--- config.mk ---
export PLATFORM = sky130hd
export DESIGN_NAME = bcdcc_core
export DESIGN_NICKNAME = d
export VERILOG_FILES = /design/src/rtl/bcdcc_pkg.sv /design/src/rtl/bcdcc_digit.sv /design/src/rtl/bcdcc_core.sv
export SDC_FILE = /design/constraint.sdc
export NUM_CORES = 1
export LEC_CHECK = 0
export BUFFER_PORTS_ARGS = -buffer_cell sky130_fd_sc_hd__buf_2
export CAP_MARGIN = 20
export CORE_MARGIN = 10
export CORE_UTILIZATION = 34
export DETAILED_ROUTE_END_ITERATION = 10
export SYNTH_ARGS = -nofsm -noshare
export SYNTH_HDL_FRONTEND = slang
export SYNTH_SLANG_ARGS = --single-unit
--- constraint.sdc ---
create_clock -name i_clock -period 3.4 [get_ports i_clock]
set_clock_uncertainty 0.05 [all_clocks]
set_input_delay 0.17 -clock i_clock [delete_from_list [all_inputs] [get_ports i_clock]]
set_output_delay 0.17 -clock i_clock [all_outputs]
set_load 0.02 [all_outputs]
--- src/rtl/bcdcc_pkg.sv ---
package bcdcc_pkg;

  // ****************************************************************
  // register map, word indices of 32-bit words
  // ****************************************************************
  localparam int         ADDR_W          = 5;
  localparam logic [2:0] IDX_CONFIG      = 3'h0;
  localparam logic [2:0] IDX_DRIFT_TRIM  = 3'h1;
  localparam logic [2:0] IDX_ALARM_CFG   = 3'h2;
  localparam logic [2:0] IDX_VALUE_LOW   = 3'h3;
  localparam logic [2:0] IDX_VALUE_HIGH  = 3'h4;
  localparam logic [2:0] IDX_ALARM_LOW   = 3'h5;
  localparam logic [2:0] IDX_ALARM_HIGH  = 3'h6;
  localparam logic [2:0] IDX_UNLOCK_KEY  = 3'h7;

  // ****************************************************************
  // field positions and key values
  // ****************************************************************
  localparam int         CFG_ENABLE_BIT  = 7;
  localparam int         CFG_UNLOCK_BIT  = 5;
  localparam int         CFG_SYNC_BIT    = 4;
  localparam int         CFG_HALF_BIT    = 3;
  localparam logic [7:0] UNLOCK_KEY_ONE  = 8'h55;
  localparam logic [7:0] UNLOCK_KEY_TWO  = 8'hAA;

  // ****************************************************************
  // field masks and limits (bcd)
  // ****************************************************************
  localparam logic [7:0] MASK_MIN_SEC    = 8'h7F;
  localparam logic [7:0] MASK_HOUR_DAY   = 8'h3F;
  localparam logic [7:0] MASK_MONTH      = 8'h1F;
  localparam logic [7:0] MASK_WEEKDAY    = 8'h07;
  localparam logic [7:0] MASK_YEAR       = 8'hFF;
  localparam logic [7:0] BCD_ZERO        = 8'h00;
  localparam logic [7:0] BCD_ONE         = 8'h01;
  localparam logic [7:0] BCD_LAST_MINUTE_SECOND_PAIR = 8'h59;
  localparam logic [7:0] BCD_LAST_HOUR   = 8'h23;
  localparam logic [7:0] BCD_LAST_MONTH  = 8'h12;
  localparam logic [7:0] BCD_LAST_YEAR   = 8'h99;
  localparam logic [7:0] BCD_FEBRUARY    = 8'h02;
  localparam logic [7:0] BCD_DAYS_31     = 8'h31;
  localparam logic [7:0] BCD_DAYS_30     = 8'h30;
  localparam logic [7:0] BCD_DAYS_29     = 8'h29;
  localparam logic [7:0] BCD_DAYS_28     = 8'h28;
  localparam logic [2:0] WEEKDAY_LAST    = 3'h6;

  // ****************************************************************
  // timing: timekeeper ticks per second and sync window start
  // ****************************************************************
  localparam int          TK_FREQ_HZ     = 32768;
  localparam logic [16:0] PRESCALE_LAST  = 17'(TK_FREQ_HZ - 1);
  localparam logic [14:0] SYNC_START     = 15'h7FE0;

  // ****************************************************************
  // reset values
  // ****************************************************************
  localparam logic [7:0]  RST_YEAR       = 8'h00;
  localparam logic [7:0]  RST_MONTH      = 8'h01;
  localparam logic [7:0]  RST_DAY        = 8'h01;
  localparam logic [2:0]  RST_WEEKDAY    = 3'h6;
  localparam logic [7:0]  RST_FIELD      = 8'h00;
  localparam logic [16:0] RST_PRESCALE   = 17'h00000;

  // ****************************************************************
  // types
  // ****************************************************************
  typedef enum logic [1:0] {
    KEY_IDLE  = 2'b00,
    KEY_FIRST = 2'b01,
    KEY_ARMED = 2'b10
  } bcdcc_key_t;

  typedef struct packed {
    logic [7:0] year;
    logic [7:0] month;
    logic [7:0] day;
    logic [2:0] weekday;
    logic [7:0] hours;
    logic [7:0] minutes;
    logic [7:0] seconds;
  } bcdcc_time_t;

  typedef struct packed {
    logic [ADDR_W-1:0] address;
    logic              read;
    logic              write;
    logic [31:0]       writedata;
    logic [3:0]        byteenable;
  } bcdcc_avs_req_t;

  typedef struct packed {
    logic        enable;
    logic        unlock;
    logic [1:0]  value_ptr;
    logic [1:0]  alarm_ptr;
    logic [7:0]  trim;
    bcdcc_key_t  key;
    bcdcc_time_t tm;
    bcdcc_time_t alarm;
    logic [16:0] prescale;
    logic        ack;
    logic [31:0] rdata;
  } bcdcc_state_t;

endpackage : bcdcc_pkg

--- src/rtl/bcdcc_digit.sv ---
`timescale 1ns/100ps
// two-digit bcd counter step with programmable first and last value
module bcdcc_digit (
  // count inputs
  input  wire logic [7:0] i_value,
  input  wire logic       i_inc,
  input  wire logic [7:0] i_first,
  input  wire logic [7:0] i_last,
  // results
  output logic      [7:0] o_next,
  output logic            o_carry
);

  // ones digit rolls at ten so the field stays valid bcd
  always_comb begin
    o_next  = i_value;
    o_carry = 1'b0;
    if (i_inc) begin
      if (i_value == i_last) begin
        o_next  = i_first;
        o_carry = 1'b1;
      end else if (i_value[3:0] == 4'h9) begin
        o_next  = {i_value[7:4] + 4'h1, 4'h0};
      end else begin
        o_next  = {i_value[7:4], i_value[3:0] + 4'h1};
      end
    end
  end

endmodule // bcdcc_digit

--- src/rtl/bcdcc_core.sv ---
// Our own choices: register access over Avalon-MM and the register addresses.
`timescale 1ns/100ps
// Contract
// - alarm minutes/seconds hold bcd tens 0-5 in bits 6-4, ones 0-9; bit 7 zero.
// - timekeeper enable changes only while write unlock is set.
// - value window writes take effect only while write unlock is set.
// - timekeeper clock is crystal tick or internal rc tick, by the i_timekeeper_clock_select strap.
// - time of day wraps 23:59:59 to 00:00:00 and carries into the day.
// - after the last day of month 12 the date becomes 01/01, year carries.
// - year wraps from 99 to 00 with no further carry.
// - every bcd ones digit carries into its tens at ten, never sixteen.
// - day wraps to 01 after 31 or 30 depending on month.
// - february ends at 29 when year divisible by four, else 28.
// - all fields of one second or more are writable; counting resumes from them.
// - timekeeper runs while enable bit 7 is set, also during register rewrites.
// - any write to the minute/second pair clears the prescalers.
// - a write lands in its bus cycle; software avoids colliding with increments.
// - half-second bit is read-only, cleared by writing the seconds or minutes byte.
// - config bit 4 flags an imminent rollover; zero means safe access.
// - unlock bit 5 sets only on the access right after 55h then AAh key writes.
// - value pointer selects min/sec, weekday/hours, month/day, year.
// - each value-high access decrements the value pointer down to 00.
// - alarm pointer maps alarm pairs, 11 maps nothing; high access decrements.
// - once a minute four times the signed trim is added to the count.
// - date, weekday, hour writes, alarm ones too, need write unlock.
module bcdcc_core (
  // clock and reset
  input  wire logic                     i_clock,
  input  wire logic                     i_rst,
  input  wire logic                     i_clock_en,
  // timekeeper clock sources, one-cycle tick pulses
  input  wire logic                     i_xtal_tick,
  input  wire logic                     i_rc_tick,
  input  wire logic                     i_timekeeper_clock_select,
  // avalon-mm slave
  input  wire bcdcc_pkg::bcdcc_avs_req_t i_avs,
  output logic                          o_avs_waitrequest,
  output logic                   [31:0] o_avs_readdata,
  // time view
  output bcdcc_pkg::bcdcc_time_t        o_time,
  output logic                          o_half_second
);
  import bcdcc_pkg::*;

  // ****************************************************************
  // state and decode
  // ****************************************************************
  bcdcc_state_t s_r;
  bcdcc_state_t s_nxt;
  logic         req;
  logic         acc;
  logic         wr;
  logic         rd;
  logic [2:0]   idx;
  logic [7:0]   wbyte;
  logic         tk_tick;
  logic         sec_tick;
  logic         half_bit;
  logic         sync_flag;
  logic         leap;
  logic [7:0]   day_last;
  logic [7:0]   sec_n;
  logic [7:0]   min_n;
  logic [7:0]   hour_n;
  logic [7:0]   day_n;
  logic [7:0]   mon_n;
  logic [7:0]   year_n;
  logic         sec_c;
  logic         min_c;
  logic         hour_c;
  logic         day_c;
  logic         mon_c;
  logic [7:0]   val_low;
  logic [7:0]   val_high;
  logic [7:0]   alm_low;
  logic [7:0]   alm_high;
  logic [7:0]   cfg_rd;

  // a request is answered one cycle late; clock enable low holds the answer off
  assign req = i_avs.read | i_avs.write;
  assign acc = req & s_r.ack & i_clock_en;
  assign wr  = acc & i_avs.write & i_avs.byteenable[0];
  assign rd  = acc & i_avs.read;
  assign idx = i_avs.address[ADDR_W-1:2];
  assign wbyte = i_avs.writedata[7:0];

  // ****************************************************************
  // timekeeper clock and prescaler
  // ****************************************************************
  // source picked by a config strap, not by software
  assign tk_tick   = i_timekeeper_clock_select ? i_rc_tick : i_xtal_tick;
  assign sec_tick  = s_r.enable & tk_tick & (s_r.prescale == PRESCALE_LAST);
  // negative prescale values are pending trim debt and count as the first half
  assign half_bit  = ~s_r.prescale[16] & s_r.prescale[14];
  assign sync_flag = s_r.enable & ~s_r.prescale[16]
                     & (s_r.prescale[14:0] >= SYNC_START);

  // ****************************************************************
  // calendar carry chain
  // ****************************************************************
  // leap test on the bcd year: tens even with ones 0/4/8, tens odd with 2/6
  always_comb begin
    leap = s_r.tm.year[4] ? (s_r.tm.year[3:0] == 4'h2 || s_r.tm.year[3:0] == 4'h6)
                          : (s_r.tm.year[3:0] == 4'h0 || s_r.tm.year[3:0] == 4'h4 ||
                             s_r.tm.year[3:0] == 4'h8);
    unique case (s_r.tm.month)
      8'h04, 8'h06, 8'h09, 8'h11: day_last = BCD_DAYS_30;
      BCD_FEBRUARY:               day_last = leap ? BCD_DAYS_29 : BCD_DAYS_28;
      default:                    day_last = BCD_DAYS_31;
    endcase
  end

  bcdcc_digit u_sec (
    .i_value (s_r.tm.seconds),
    .i_inc   (sec_tick),
    .i_first (BCD_ZERO),
    .i_last  (BCD_LAST_MINUTE_SECOND_PAIR),
    .o_next  (sec_n),
    .o_carry (sec_c)
  );

  bcdcc_digit u_min (
    .i_value (s_r.tm.minutes),
    .i_inc   (sec_c),
    .i_first (BCD_ZERO),
    .i_last  (BCD_LAST_MINUTE_SECOND_PAIR),
    .o_next  (min_n),
    .o_carry (min_c)
  );

  // hour wrap after 23 closes the day
  bcdcc_digit u_hour (
    .i_value (s_r.tm.hours),
    .i_inc   (min_c),
    .i_first (BCD_ZERO),
    .i_last  (BCD_LAST_HOUR),
    .o_next  (hour_n),
    .o_carry (hour_c)
  );

  bcdcc_digit u_day (
    .i_value (s_r.tm.day),
    .i_inc   (hour_c),
    .i_first (BCD_ONE),
    .i_last  (day_last),
    .o_next  (day_n),
    .o_carry (day_c)
  );

  // month wrap after 12 closes the year
  bcdcc_digit u_month (
    .i_value (s_r.tm.month),
    .i_inc   (day_c),
    .i_first (BCD_ONE),
    .i_last  (BCD_LAST_MONTH),
    .o_next  (mon_n),
    .o_carry (mon_c)
  );

  // year carry is dropped
  bcdcc_digit u_year (
    .i_value (s_r.tm.year),
    .i_inc   (mon_c),
    .i_first (BCD_ZERO),
    .i_last  (BCD_LAST_YEAR),
    .o_next  (year_n),
    .o_carry ()
  );

  // ****************************************************************
  // window read views
  // ****************************************************************
  always_comb begin
    unique case (s_r.value_ptr)
      2'b00: begin
        val_high = s_r.tm.minutes;
        val_low  = s_r.tm.seconds;
      end
      2'b01: begin
        val_high = {5'h00, s_r.tm.weekday};
        val_low  = s_r.tm.hours;
      end
      2'b10: begin
        val_high = s_r.tm.month;
        val_low  = s_r.tm.day;
      end
      2'b11: begin
        val_high = BCD_ZERO;
        val_low  = s_r.tm.year;
      end
    endcase
    unique case (s_r.alarm_ptr)
      2'b00: begin
        alm_high = s_r.alarm.minutes;
        alm_low  = s_r.alarm.seconds;
      end
      2'b01: begin
        alm_high = {5'h00, s_r.alarm.weekday};
        alm_low  = s_r.alarm.hours;
      end
      2'b10: begin
        alm_high = s_r.alarm.month;
        alm_low  = s_r.alarm.day;
      end
      2'b11: begin
        alm_high = BCD_ZERO;
        alm_low  = BCD_ZERO;
      end
    endcase
    cfg_rd = 8'h00;
    cfg_rd[CFG_ENABLE_BIT] = s_r.enable;
    cfg_rd[CFG_UNLOCK_BIT] = s_r.unlock;
    cfg_rd[CFG_SYNC_BIT]   = sync_flag;
    cfg_rd[CFG_HALF_BIT]   = half_bit;
    cfg_rd[1:0]            = s_r.value_ptr;
  end

  // ****************************************************************
  // next state
  // ****************************************************************
  always_comb begin
    s_nxt     = s_r;
    s_nxt.ack = req & ~s_r.ack;

    // read data is captured one cycle before the accepting edge
    s_nxt.rdata = 32'h0000_0000;
    if (i_avs.read) begin
      unique case (idx)
        IDX_CONFIG:     s_nxt.rdata[7:0] = cfg_rd;
        IDX_DRIFT_TRIM: s_nxt.rdata[7:0] = s_r.trim;
        IDX_ALARM_CFG:  s_nxt.rdata[1:0] = s_r.alarm_ptr;
        IDX_VALUE_LOW:  s_nxt.rdata[7:0] = val_low;
        IDX_VALUE_HIGH: s_nxt.rdata[7:0] = val_high;
        IDX_ALARM_LOW:  s_nxt.rdata[7:0] = alm_low;
        IDX_ALARM_HIGH: s_nxt.rdata[7:0] = alm_high;
        IDX_UNLOCK_KEY: s_nxt.rdata[7:0] = 8'h00;
      endcase
    end

    // counting runs first; a software write in the same cycle overrides the field
    if (s_r.enable && tk_tick) begin
      if (sec_tick) begin
        s_nxt.prescale = RST_PRESCALE;
      end else begin
        s_nxt.prescale = s_r.prescale + 17'h00001;
      end
    end
    if (sec_c) begin
      // minute boundary: start the next second early or late by 4*trim ticks
      s_nxt.prescale = {{7{s_r.trim[7]}}, s_r.trim, 2'b00};
    end
    s_nxt.tm.seconds = sec_n;
    s_nxt.tm.minutes = min_n;
    s_nxt.tm.hours   = hour_n;
    s_nxt.tm.day     = day_n;
    s_nxt.tm.month   = mon_n;
    s_nxt.tm.year    = year_n;
    if (hour_c) begin
      s_nxt.tm.weekday = (s_r.tm.weekday == WEEKDAY_LAST) ? 3'h0
                                                          : s_r.tm.weekday + 3'h1;
    end

    // unlock key sequence; any other accepted access drops the arming
    if (acc) begin
      s_nxt.key = KEY_IDLE;
      if (wr && idx == IDX_UNLOCK_KEY) begin
        if (wbyte == UNLOCK_KEY_ONE) begin
          s_nxt.key = KEY_FIRST;
        end else if (wbyte == UNLOCK_KEY_TWO && s_r.key == KEY_FIRST) begin
          s_nxt.key = KEY_ARMED;
        end
      end
    end

    // high window accesses walk the pointers down and stop at 00
    if (acc && idx == IDX_VALUE_HIGH && s_r.value_ptr != 2'b00) begin
      s_nxt.value_ptr = s_r.value_ptr - 2'b01;
    end
    if (acc && idx == IDX_ALARM_HIGH && s_r.alarm_ptr != 2'b00) begin
      s_nxt.alarm_ptr = s_r.alarm_ptr - 2'b01;
    end

    if (wr) begin
      unique case (idx)
        IDX_CONFIG: begin
          // unlock may be dropped any time, raised only while the key is armed
          if (!wbyte[CFG_UNLOCK_BIT]) begin
            s_nxt.unlock = 1'b0;
          end else if (s_r.key == KEY_ARMED) begin
            s_nxt.unlock = 1'b1;
          end
          if (s_r.unlock) begin
            s_nxt.enable = wbyte[CFG_ENABLE_BIT];
          end
          s_nxt.value_ptr = wbyte[1:0];
        end
        IDX_DRIFT_TRIM: s_nxt.trim      = wbyte;
        IDX_ALARM_CFG:  s_nxt.alarm_ptr = wbyte[1:0];
        IDX_VALUE_LOW: begin
          if (s_r.unlock) begin
            unique case (s_r.value_ptr)
              2'b00: begin
                s_nxt.tm.seconds = wbyte & MASK_MIN_SEC;
                s_nxt.prescale   = RST_PRESCALE;
              end
              2'b01: s_nxt.tm.hours = wbyte & MASK_HOUR_DAY;
              2'b10: s_nxt.tm.day   = wbyte & MASK_HOUR_DAY;
              2'b11: s_nxt.tm.year  = wbyte & MASK_YEAR;
            endcase
          end
        end
        IDX_VALUE_HIGH: begin
          if (s_r.unlock) begin
            unique case (s_r.value_ptr)
              2'b00: begin
                s_nxt.tm.minutes = wbyte & MASK_MIN_SEC;
                s_nxt.prescale   = RST_PRESCALE;
              end
              2'b01: s_nxt.tm.weekday = wbyte[2:0];
              2'b10: s_nxt.tm.month   = wbyte & MASK_MONTH;
              2'b11: s_nxt.tm.year    = s_r.tm.year;
            endcase
          end
        end
        IDX_ALARM_LOW: begin
          unique case (s_r.alarm_ptr)
            2'b00: s_nxt.alarm.seconds = wbyte & MASK_MIN_SEC;
            2'b01: if (s_r.unlock) s_nxt.alarm.hours = wbyte & MASK_HOUR_DAY;
            2'b10: if (s_r.unlock) s_nxt.alarm.day = wbyte & MASK_HOUR_DAY;
            2'b11: s_nxt.alarm.seconds = s_r.alarm.seconds;
          endcase
        end
        IDX_ALARM_HIGH: begin
          unique case (s_r.alarm_ptr)
            2'b00: s_nxt.alarm.minutes = wbyte & MASK_MIN_SEC;
            2'b01: if (s_r.unlock) s_nxt.alarm.weekday = wbyte[2:0];
            2'b10: if (s_r.unlock) s_nxt.alarm.month = wbyte & MASK_MONTH;
            2'b11: s_nxt.alarm.minutes = s_r.alarm.minutes;
          endcase
        end
        IDX_UNLOCK_KEY: s_nxt.trim = s_r.trim;
      endcase
    end
  end

  // ****************************************************************
  // state register
  // ****************************************************************
  // clock enable low freezes every field including the bus handshake
  always_ff @(posedge i_clock) begin
    if (i_rst) begin
      s_r.enable        <= 1'b0;
      s_r.unlock        <= 1'b0;
      s_r.value_ptr     <= 2'b00;
      s_r.alarm_ptr     <= 2'b00;
      s_r.trim          <= RST_FIELD;
      s_r.key           <= KEY_IDLE;
      s_r.tm.year       <= RST_YEAR;
      s_r.tm.month      <= RST_MONTH;
      s_r.tm.day        <= RST_DAY;
      s_r.tm.weekday    <= RST_WEEKDAY;
      s_r.tm.hours      <= RST_FIELD;
      s_r.tm.minutes    <= RST_FIELD;
      s_r.tm.seconds    <= RST_FIELD;
      s_r.alarm.year    <= RST_FIELD;
      s_r.alarm.month   <= RST_MONTH;
      s_r.alarm.day     <= RST_DAY;
      s_r.alarm.weekday <= RST_WEEKDAY;
      s_r.alarm.hours   <= RST_FIELD;
      s_r.alarm.minutes <= RST_FIELD;
      s_r.alarm.seconds <= RST_FIELD;
      s_r.prescale      <= RST_PRESCALE;
      s_r.ack           <= 1'b0;
      s_r.rdata         <= 32'h0000_0000;
    end else if (i_clock_en) begin
      s_r <= s_nxt;
    end
  end

  // ****************************************************************
  // outputs
  // ****************************************************************
  assign o_avs_waitrequest = req & ~(s_r.ack & i_clock_en);
  assign o_avs_readdata    = s_r.rdata;
  assign o_time            = s_r.tm;
  assign o_half_second     = half_bit;

endmodule // bcdcc_core

==> results.json, run 1 <==
{
  "hold_class": "in -> reg",
  "post_drt_wl_per_cell_um": 20.04,
  "dp_hpwl_um": 20830,
  "utilization_pct": 37.66,
  "post_cts.repair.setup_buffers": 0,
  "syn_avg_cell_area_um2": 7.539,
  "track_usage_pct": 17.59,
  "ys.flop_type": "dfxtp_1",
  "overflow": 0,
  "cp.arrival_ns": 3.44,
  "core_area_um2": 25110,
  "synth.top_cells.by_count": "132 x nor2_1, 127 x dfxtp_1, 100 x nand2_1",
  "clock_latency_ns": 0.43,
  "ir_drop_v": 0.0002593,
  "synth_top_area_share_pct": 29.40,
  "end_kind": "register",
  "htree_levels": 4,
  "synth_warnings": 0,
  "die_h_um": 179.5,
  "power_mw": 3.681,
  "seq_area_frac_synth_pct": 29.40,
  "die_area_um2": 32210,
  "first_iter_violations": 855,
  "dpl_cell_area_um2": 8845,
  "place_ws_ns": 0.3480,
  "drc": 0,
  "synth-seq-cells": 127,
  "setup_ws_ns": 0.2664,
  "io_pins": 134,
  "fin_nets": 1214,
  "layout-drive-gt1-share_pct": 13.50,
  "worst-r2r-setup-slack_ns": 0.27,
  "grt_pass1_vias": 7752,
  "synth_cells": 1147,
  "cp_slowest_stage_delay_ns": 0.66,
  "die_w_um": 179.5,
  "final_area_um2": 9457,
  "finalHoldViolations": 0,
  "yosys.area.top_type": "dfxtp_1",
  "power.leakage_nw": 3.542,
  "slowest_stage": "or4_4",
  "clock.fmax_mhz": 319.1,
  "placedCellCount": 1446,
  "start_util_pct": 34.44,
  "required_ns": 3.70,
  "ant_nets": 0,
  "vias": 8554,
  "place.port_buffers": 80,
  "grt_use_met1_pct": 24.23,
  "grt_antenna_before_repair": 4,
  "synthToLayoutAreaGrowth_pct": 9.362,
  "tightest_slew_ns": 0.8496,
  "wl_um": 29670,
  "grtUsageMet2_pct": 26.34,
  "path_cells": "ha_1, nand2_1, or3_4, or4_4, or4_1, o41ai_1, o221ai_1, a21oi_1",
  "powerDensity_nw_per_um2": 389.2,
  "drt-pass1-iter-count": 7,
  "critical_path_class": "reg -> reg",
  "ctsHoldBuffers": 0,
  "synth_area_leaders": "dfxtp_1 29%, buf_4 7.2%, nor2_1 5.7%, a21oi_1 4.6%, ha_1 4.3%",
  "maxSlewViolCount": 0,
  "timing.hold.ws_ns": 0.08032,
  "fin_crit_sh_pct": 92.16,
  "cts_resized": 0,
  "drv_cap": 0,
  "row_count": 58,
  "yosysMostFrequentCell": "nor2_1",
  "setup_viol": 0,
  "synth.distinct_cells": 76,
  "cts.sinks": 127,
  "status": "finished clean",
  "cts_tree": "built",
  "busiest_layer": "met2",
  "routed_via_density": 5.776,
  "slew_headroom_pct": 43.36,
  "cts_max_path_buffers": 2,
  "gp_congestion": 0.9298,
  "root_buffer": "clkbuf_16",
  "finalSetupTns_ns": 0,
  "crit_fanout": 15,
  "grt_pass1_wl_um": 46200,
  "rsz0062_at_grt": "false",
  "cts.reportedPaths.clkPinSlew_ns": 0.06,
  "synth_area_um2": 8647,
  "grt_max_degree": 62,
  "grtUsageMet3_pct": 4.438,
  "finalCriticalPeriod_ns": 3.134,
  "start_kind": "register",
  "cts_made_buffers": 17,
  "final_cells": 1481,
  "nFillCells": 2704,
  "synth_edf_count": 0,
  "ys_async_sr_fraction_pct": 0
}
-- power breakdown --
| part | total [mW] | switching [mW] | internal (mW) | leakage, nW |
|---|---|---|---|---|
| combinational | 0.244 | 0.189 | 0.0551 | 2.23 |
| clock | 1.92 | 0.751 | 1.17 | 0.286 |
| sequential | 1.51 | 0.0157 | 1.50 | 1.02 |
-- registers in the layout (all words and copies together) (netlist names) --
signal / cells
s_r: 64
o_time: 51
o_avs_readdata: 8
cfg_rd: 4
-- cells in the final DEF (no fill, tap or decap), types with 8 or more instances in the layout --
cell type and instances:
a21oi_1 80, nand2_1 100, nor4_1 11, ha_1 30, inv_1 38, nor2_1 132, mux2i_1 31, nor2b_1 10
dfxtp_1 127, o211ai_1 13, a221oi_1 9, or4_1 8, and3_1 16, xor2_1 8, nor3_1 30, conb_1 24
a211oi_1 11, nand4_1 16, buf_2 79, a211o_1 10, buf_4 32, nand3_1 43, o21ai_0 60, a22oi_1 35
clkbuf_16 17, xnor2_1 8, a31oi_1 12
-- metal layers --
| metal | wire (µm) | share of wire, % |
|---|---|---|
| met3 | 2557 | 8.6 |
| met1 | 13520 | 46 |
| met4 | 521 | 1.8 |
| met2 | 13060 | 44 |
| met5 | 13 | 0.044 |
-- path summary, 6_finish.rpt --
check | start | end | cells after the start
setup / recovery | s_r[34]$_SDFFE_PP0P_ | o_time[36]$_SDFFE_PP0P_ | 8
hold / removal | i_avs[6] | o_time[45]$_SDFFE_PP0P_ | 3
setup reg to reg | s_r[34]$_SDFFE_PP0P_ | o_time[36]$_SDFFE_PP0P_ | 8
hold reg to reg | o_avs_readdata[7]$_SDFFE_PP0P_ | o_avs_readdata[7]$_SDFFE_PP0P_ | 2
-- area by class of cell --
type	instances	area [µm²]	area share (%)
multi-input combinational	839	5107	54.01
sequential	127	2542	26.89
timing repair buffer	111	635.6	6.721
clock buffer	19	442.9	4.684
tap	330	412.9	4.366
clock inverter	13	161.4	1.707
inverter	39	146.4	1.548
antenna	3	7.507	0.07939
-- kinds of logic (layout without fill, tap and decap cells) --
kind of cell / count (synthesis) / in the layout / synth area share [%]
mux: 33 / 33 / 3.849
simple gates: 418 / 418 / 23.48
fa+ha+maj: 30 / 30 / 4.341
flops: 127 / 127 / 29.40
buf+inv: 204 / 182 / 12.60
compound gates: 318 / 318 / 24.66
other cells: 1 / 27 / 0.04337
xor+xnor: 16 / 16 / 1.621
-- critical path: cells and delay by family (launching register included) --
| kind | cells | cell delay [ns] |
|---|---|---|
| simple gates | 4 | 1.67 |
| compound gates | 3 | 0.71 |
| flops | 1 | 0.39 |
| fa+ha+maj | 1 | 0.22 |
Note: power is estimated with default switching activity, not from simulation.
==> run 2, diff against run 1 <==
--- a/config.mk
+++ b/config.mk
@@ -7,9 +7,12 @@
 export LEC_CHECK = 0
 export BUFFER_PORTS_ARGS = -buffer_cell sky130_fd_sc_hd__buf_2
 export CAP_MARGIN = 20
+export CELL_PAD_IN_SITES_DETAIL_PLACEMENT = 1
+export CELL_PAD_IN_SITES_GLOBAL_PLACEMENT = 1
 export CORE_MARGIN = 10
 export CORE_UTILIZATION = 34
 export DETAILED_ROUTE_END_ITERATION = 10
+export PLACE_DENSITY_LB_ADDON = 0.1
 export SYNTH_ARGS = -nofsm -noshare
 export SYNTH_HDL_FRONTEND = slang
 export SYNTH_SLANG_ARGS = --single-unit
==> constraint.sdc (replaced) <==
create_clock -name i_clock -period 3.4 [get_ports i_clock]
set_clock_uncertainty 0.05 [all_clocks]
set_input_delay 0.51 -clock i_clock [delete_from_list [all_inputs] [get_ports i_clock]]
set_output_delay 0.51 -clock i_clock [all_outputs]
set_load 0.02 [all_outputs]
==> results.json, run 2 (same netlist as run 1, synthesis figures left out) <==
{
  "status": "finished clean",
  "post_cts.repair.setup_buffers": 0,
  "drv_cap": 0,
  "final_area_um2": 9553,
  "tightest_slew_ns": 0.7983,
  "regArea_um2": 2542,
  "place_ws_ns": 0.3039,
  "rsz0062_at_grt": "false",
  "io_pins": 134,
  "grt_antenna_before_repair": 0,
  "die_area_um2": 32210,
  "final_common_cell": "nor2_1",
  "required_ns": 3.69,
  "wl_um": 33180,
  "finalSetupTns_ns": 0,
  "synthToLayoutAreaGrowth_pct": 10.48,
  "routed_via_density": 5.685,
  "vias": 8454,
  "antenna_cells": 0,
  "start_util_pct": 34.44,
  "power.leakage_nw": 3.606,
  "crit_buf_inv": 1,
  "grt_pass1_wl_um": 51490,
  "grt_pass1_vias": 8395,
  "utilization_pct": 38.05,
  "cp.arrival_ns": 3.41,
  "die_h_um": 179.5,
  "row_count": 58,
  "maxSlewViolCount": 0,
  "die_w_um": 179.5,
  "drt-pass1-iter-count": 4,
  "dpl_cell_area_um2": 8937,
  "crit_fanout": 6,
  "layout-drive-gt1-share_pct": 14.26,
  "worst-r2r-setup-slack_ns": 0.28,
  "end_kind": "register",
  "cp_top_family": "simple AND/OR/NAND/NOR gates",
  "overflow": 0,
  "multiInputGateArea_um2": 5112,
  "setup_viol": 0,
  "largest_reg_flops": 64,
  "crit_top_cell": "or4_1",
  "first_iter_violations": 674,
  "path_cells": "inv_1, ha_1, or3b_2, or4_1, a211oi_2, o21a_1, nand4_1, or4_1, a31oi_1",
  "hold_class": "reg -> reg",
  "critical_path_class": "reg -> reg",
  "layout_common_cells": "132 x nor2_1, 127 x dfxtp_1, 100 x nand2_1",
  "start_kind": "register",
  "core_area_um2": 25110,
  "gp_congestion": 0.8386,
  "root_buffer": "clkbuf_16",
  "powerDensity_nw_per_um2": 388.3,
  "timing.hold.ws_ns": 0.4049,
  "cts.sinks": 127,
  "nFillCells": 3130,
  "cts_tree": "built",
  "slowest_stage": "or3b_2",
  "cts_made_buffers": 17,
  "finalCriticalPeriod_ns": 3.120,
  "clock.fmax_mhz": 320.5,
  "grt_max_degree": 71,
  "htree_levels": 4,
  "ant_nets": 0,
  "track_usage_pct": 19.76,
  "finalHoldViolations": 0,
  "cp_slowest_stage_delay_ns": 0.51,
  "setup_ws_ns": 0.2799,
  "regMostFlops": "s_r",
  "ir_drop_v": 0.0003034,
  "fin_nets": 1223,
  "slew_headroom_pct": 46.37,
  "drc": 0,
  "cts_max_path_buffers": 2,
  "clock_latency_ns": 0.42,
  "cts.reportedPaths.clkPinSlew_ns": 0.07,
  "dp_hpwl_um": 23610,
  "post_drt_wl_per_cell_um": 22.32,
  "place.port_buffers": 80,
  "fin_crit_sh_pct": 91.77
}
==> run 2: cell count changes in the layout (fill, tap and decap cells not counted), moves of 2 or more <==
cell,before,now
clkinv_2,3,1
buf_12,0,2
clkinv_4,1,6
buf_4,32,39
clkinvlp_4,4,1
diode_2,3,0
==> run 2: final cells by class <==
type                            count  area share, %
Tap cell                          330          4.322
Inverter                           39          1.532
Multi-Input combinational cell    839          53.52
Timing Repair Buffer              120          7.623
Clock buffer                       18          4.492
Clock inverter                     14          1.899
Sequential cell                   127          26.61
==> run 2: layer usage <==
metal  routed length, µm  global-route usage, %  share of wire (%)
met1               15850                  26.96                 48
met2               15240                  31.32                 46
met3                1576                  4.016                4.7
met4                 516                  4.367                1.6
met5                   0                      0                  0
==> run 2: stage by stage <==
stage	std cells	power [mW]
final	1487	3.709
after global routing	1487	3.844
after CTS	1487	3.749
after detailed placement	1455	1.801
after global placement	1455	1.800
after floorplan	1170	1.727
==> run 2: path summary, 6_finish.rpt <==
check / cells past startpoint / start / end
worst max-delay path: 9 / o_time[39]$_SDFFE_PP0P_ / o_time[45]$_SDFFE_PP0P_
worst min-delay path: 2 / o_avs_readdata[7]$_SDFFE_PP0P_ / o_avs_readdata[7]$_SDFFE_PP0P_
worst max register to register: 9 / o_time[39]$_SDFFE_PP0P_ / o_time[45]$_SDFFE_PP0P_
worst min register to register: 2 / o_avs_readdata[7]$_SDFFE_PP0P_ / o_avs_readdata[7]$_SDFFE_PP0P_
==> run 2: where the power goes <==
group	total, mW	leakage (nW)	switching (mW)	internal [mW]
clock network	1.94	0.295	0.772	1.17
logic	0.256	2.29	0.197	0.0589
registers	1.51	1.02	0.0185	1.50
==> run 2: tightest hold or removal path: stages (launching register included) <==
cell and delay (ns):
dfxtp_1 0.31, nand2_1 0.05, a21oi_1 0.05
==> run 2: timing repair <==
item                                   4_1_cts  5_1_grt
gates resized for setup                      0        2
hold buffers                                 0        0
endpoints found under the hold margin        0        0
setup endpoints to repair                    0        5
==> run 3, diff against run 2 <==
==> constraint.sdc (replaced) <==
create_clock -name i_clock -period 2.6 [get_ports i_clock]
set_clock_uncertainty 0.05 [all_clocks]
set_input_delay 0.39 -clock i_clock [delete_from_list [all_inputs] [get_ports i_clock]]
set_output_delay 0.39 -clock i_clock [all_outputs]
set_load 0.02 [all_outputs]
==> results.json, run 3 (same netlist as run 1, synthesis figures left out) <==
{
  "utilization_pct": 42.64,
  "final_area_um2": 10710,
  "drv_cap": 0,
  "cts.sinks": 127,
  "setup_viol": 20,
  "ir_drop_v": 0.0003972,
  "clock_latency_ns": 0.43,
  "dpl_cell_area_um2": 9849,
  "fin_crit_sh_pct": 105.3,
  "grt_max_degree": 62,
  "cts.reportedPaths.clkPinSlew_ns": 0.07,
  "placedCellCount": 1567,
  "gp_congestion": 0.8511,
  "cts_made_buffers": 17,
  "die_h_um": 179.5,
  "track_usage_pct": 20.87,
  "final_common_cell": "buf_4",
  "drt-pass1-iter-count": 5,
  "finalCriticalPeriod_ns": 2.739,
  "nFillCells": 3112,
  "vias": 9102,
  "final_cells": 1607,
  "root_buffer": "clkbuf_16",
  "start_util_pct": 34.44,
  "setup_ws_ns": -0.1387,
  "power.leakage_nw": 4.309,
  "wl_um": 35370,
  "violations": "negative setup slack",
  "io_pins": 134,
  "grt_pass1_vias": 9193,
  "routed_via_density": 5.664,
  "place_ws_ns": -0.1946,
  "cts_tree": "built",
  "rsz0062_at_grt": "true",
  "htree_levels": 4,
  "clock.fmax_mhz": 365.1,
  "status": "finished, violations left",
  "dp_hpwl_um": 25960,
  "ctsHoldBuffers": 0,
  "required_ns": 2.87,
  "antenna_cells": 0,
  "overflow": 0,
  "row_count": 58,
  "regMostFlops": "s_r",
  "start_kind": "register",
  "drc": 0,
  "grt_antenna_before_repair": 0,
  "timing.hold.ws_ns": 0.2947,
  "maxSlewViolCount": 0,
  "finalHoldViolations": 0,
  "ant_nets": 0,
  "end_kind": "register",
  "die_w_um": 179.5,
  "layout_common_cells": "153 x buf_4, 129 x nor2_1, 123 x dfxtp_1",
  "core_area_um2": 25110,
  "powerDensity_nw_per_um2": 457.3,
  "synthToLayoutAreaGrowth_pct": 23.80,
  "tightest_slew_ns": 0.5874,
  "crit_fanout": 8,
  "hold_class": "in -> reg",
  "first_iter_violations": 666,
  "cts_max_path_buffers": 2,
  "post_drt_wl_per_cell_um": 22.01,
  "slew_headroom_pct": 60.73,
  "cp.arrival_ns": 3.01,
  "critical_path_class": "reg -> reg",
  "grt_pass1_wl_um": 54610,
  "largest_reg_flops": 64,
  "die_area_um2": 32210,
  "layout-drive-gt1-share_pct": 24.90,
  "fin_nets": 1343,
  "place.port_buffers": 80
}
-- run 3: cell count changes in the layout (fill, tap and decap cells not counted), moves of 4 or more --
cell and change:
buf_4 +114, buf_6 +4, dfxtp_1 -4, nor4_1 -4
o21ai_0 -4, or4_1 -4, or4_4 +4
-- run 3: report_power, final --
| group | internal (mW) | total [mW] | switching [mW] |
|---|---|---|---|
| registers | 1.96 | 1.97 | 0.0141 |
| logic | 0.0976 | 0.373 | 0.275 |
| clock network | 1.52 | 2.55 | 1.03 |
-- run 3: critical path, cell delays in order, from the launching register on --
cell     delay, ns
dfxtp_2       0.32
inv_2         0.07
ha_4          0.13
or3b_4        0.40
o32a_1        0.22
o31a_1        0.33
o21ai_2       0.35
nor4_4        0.08
buf_4         0.18
a311o_1       0.34
and3_1        0.16
-- run 3: repair_timing --
item,in CTS,in global routing
pin swaps,18,12
endpoints found under the setup margin,29,36
setup buffers,4,4
hold endpoints to repair,0,0
resized for setup,18,26
-- run 3: through the flow --
stage / power [mW] / TNS, ns
after floorplan: 2.258 / -0.5572
after global placement: 2.376 / -1.348
after detailed placement: 2.379 / -1.921
after CTS: 4.917 / -0.8826
after global routing: 5.040 / -4.261
final: 4.896 / -1.381
-- run 3: area by class of cell --
cell class	instances	area, µm²	area share (%)
multi-input combinational	839	5320	49.70
sequential	127	2550	23.82
timing repair buffer	240	1664	15.54
clock buffer	18	429.2	4.009
tap	330	412.9	3.857
clock inverter	14	182.7	1.706
inverter	39	146.4	1.367
-- run 3: worst paths after layout --
path	startpoint	slack, ns	endpoint	cells past startpoint
min reg2reg	o_avs_readdata[7]$_SDFFE_PP0P_	0.41	o_avs_readdata[7]$_SDFFE_PP0P_	2
min	i_avs[6]	0.29	o_time[45]$_SDFFE_PP0P_	3
max reg2reg	o_time[39]$_SDFFE_PP0P_	-0.14	o_time[49]$_SDFFE_PP0P_	10
max	o_time[39]$_SDFFE_PP0P_	-0.14	o_time[49]$_SDFFE_PP0P_	10
-- run 3: layer usage --
layer  routed length [µm]  share of wire (%)  global-route usage [%]  vias to the layer above
met5                    0                  0                       0                        -
met4                  848                2.4                   6.318                        0
met3                 1601                4.5                   3.373                       46
met2                16480                 47                   34.36                      210
met1                16440                 46                   27.34                     4542
li1                     -                  -                       -                     4304
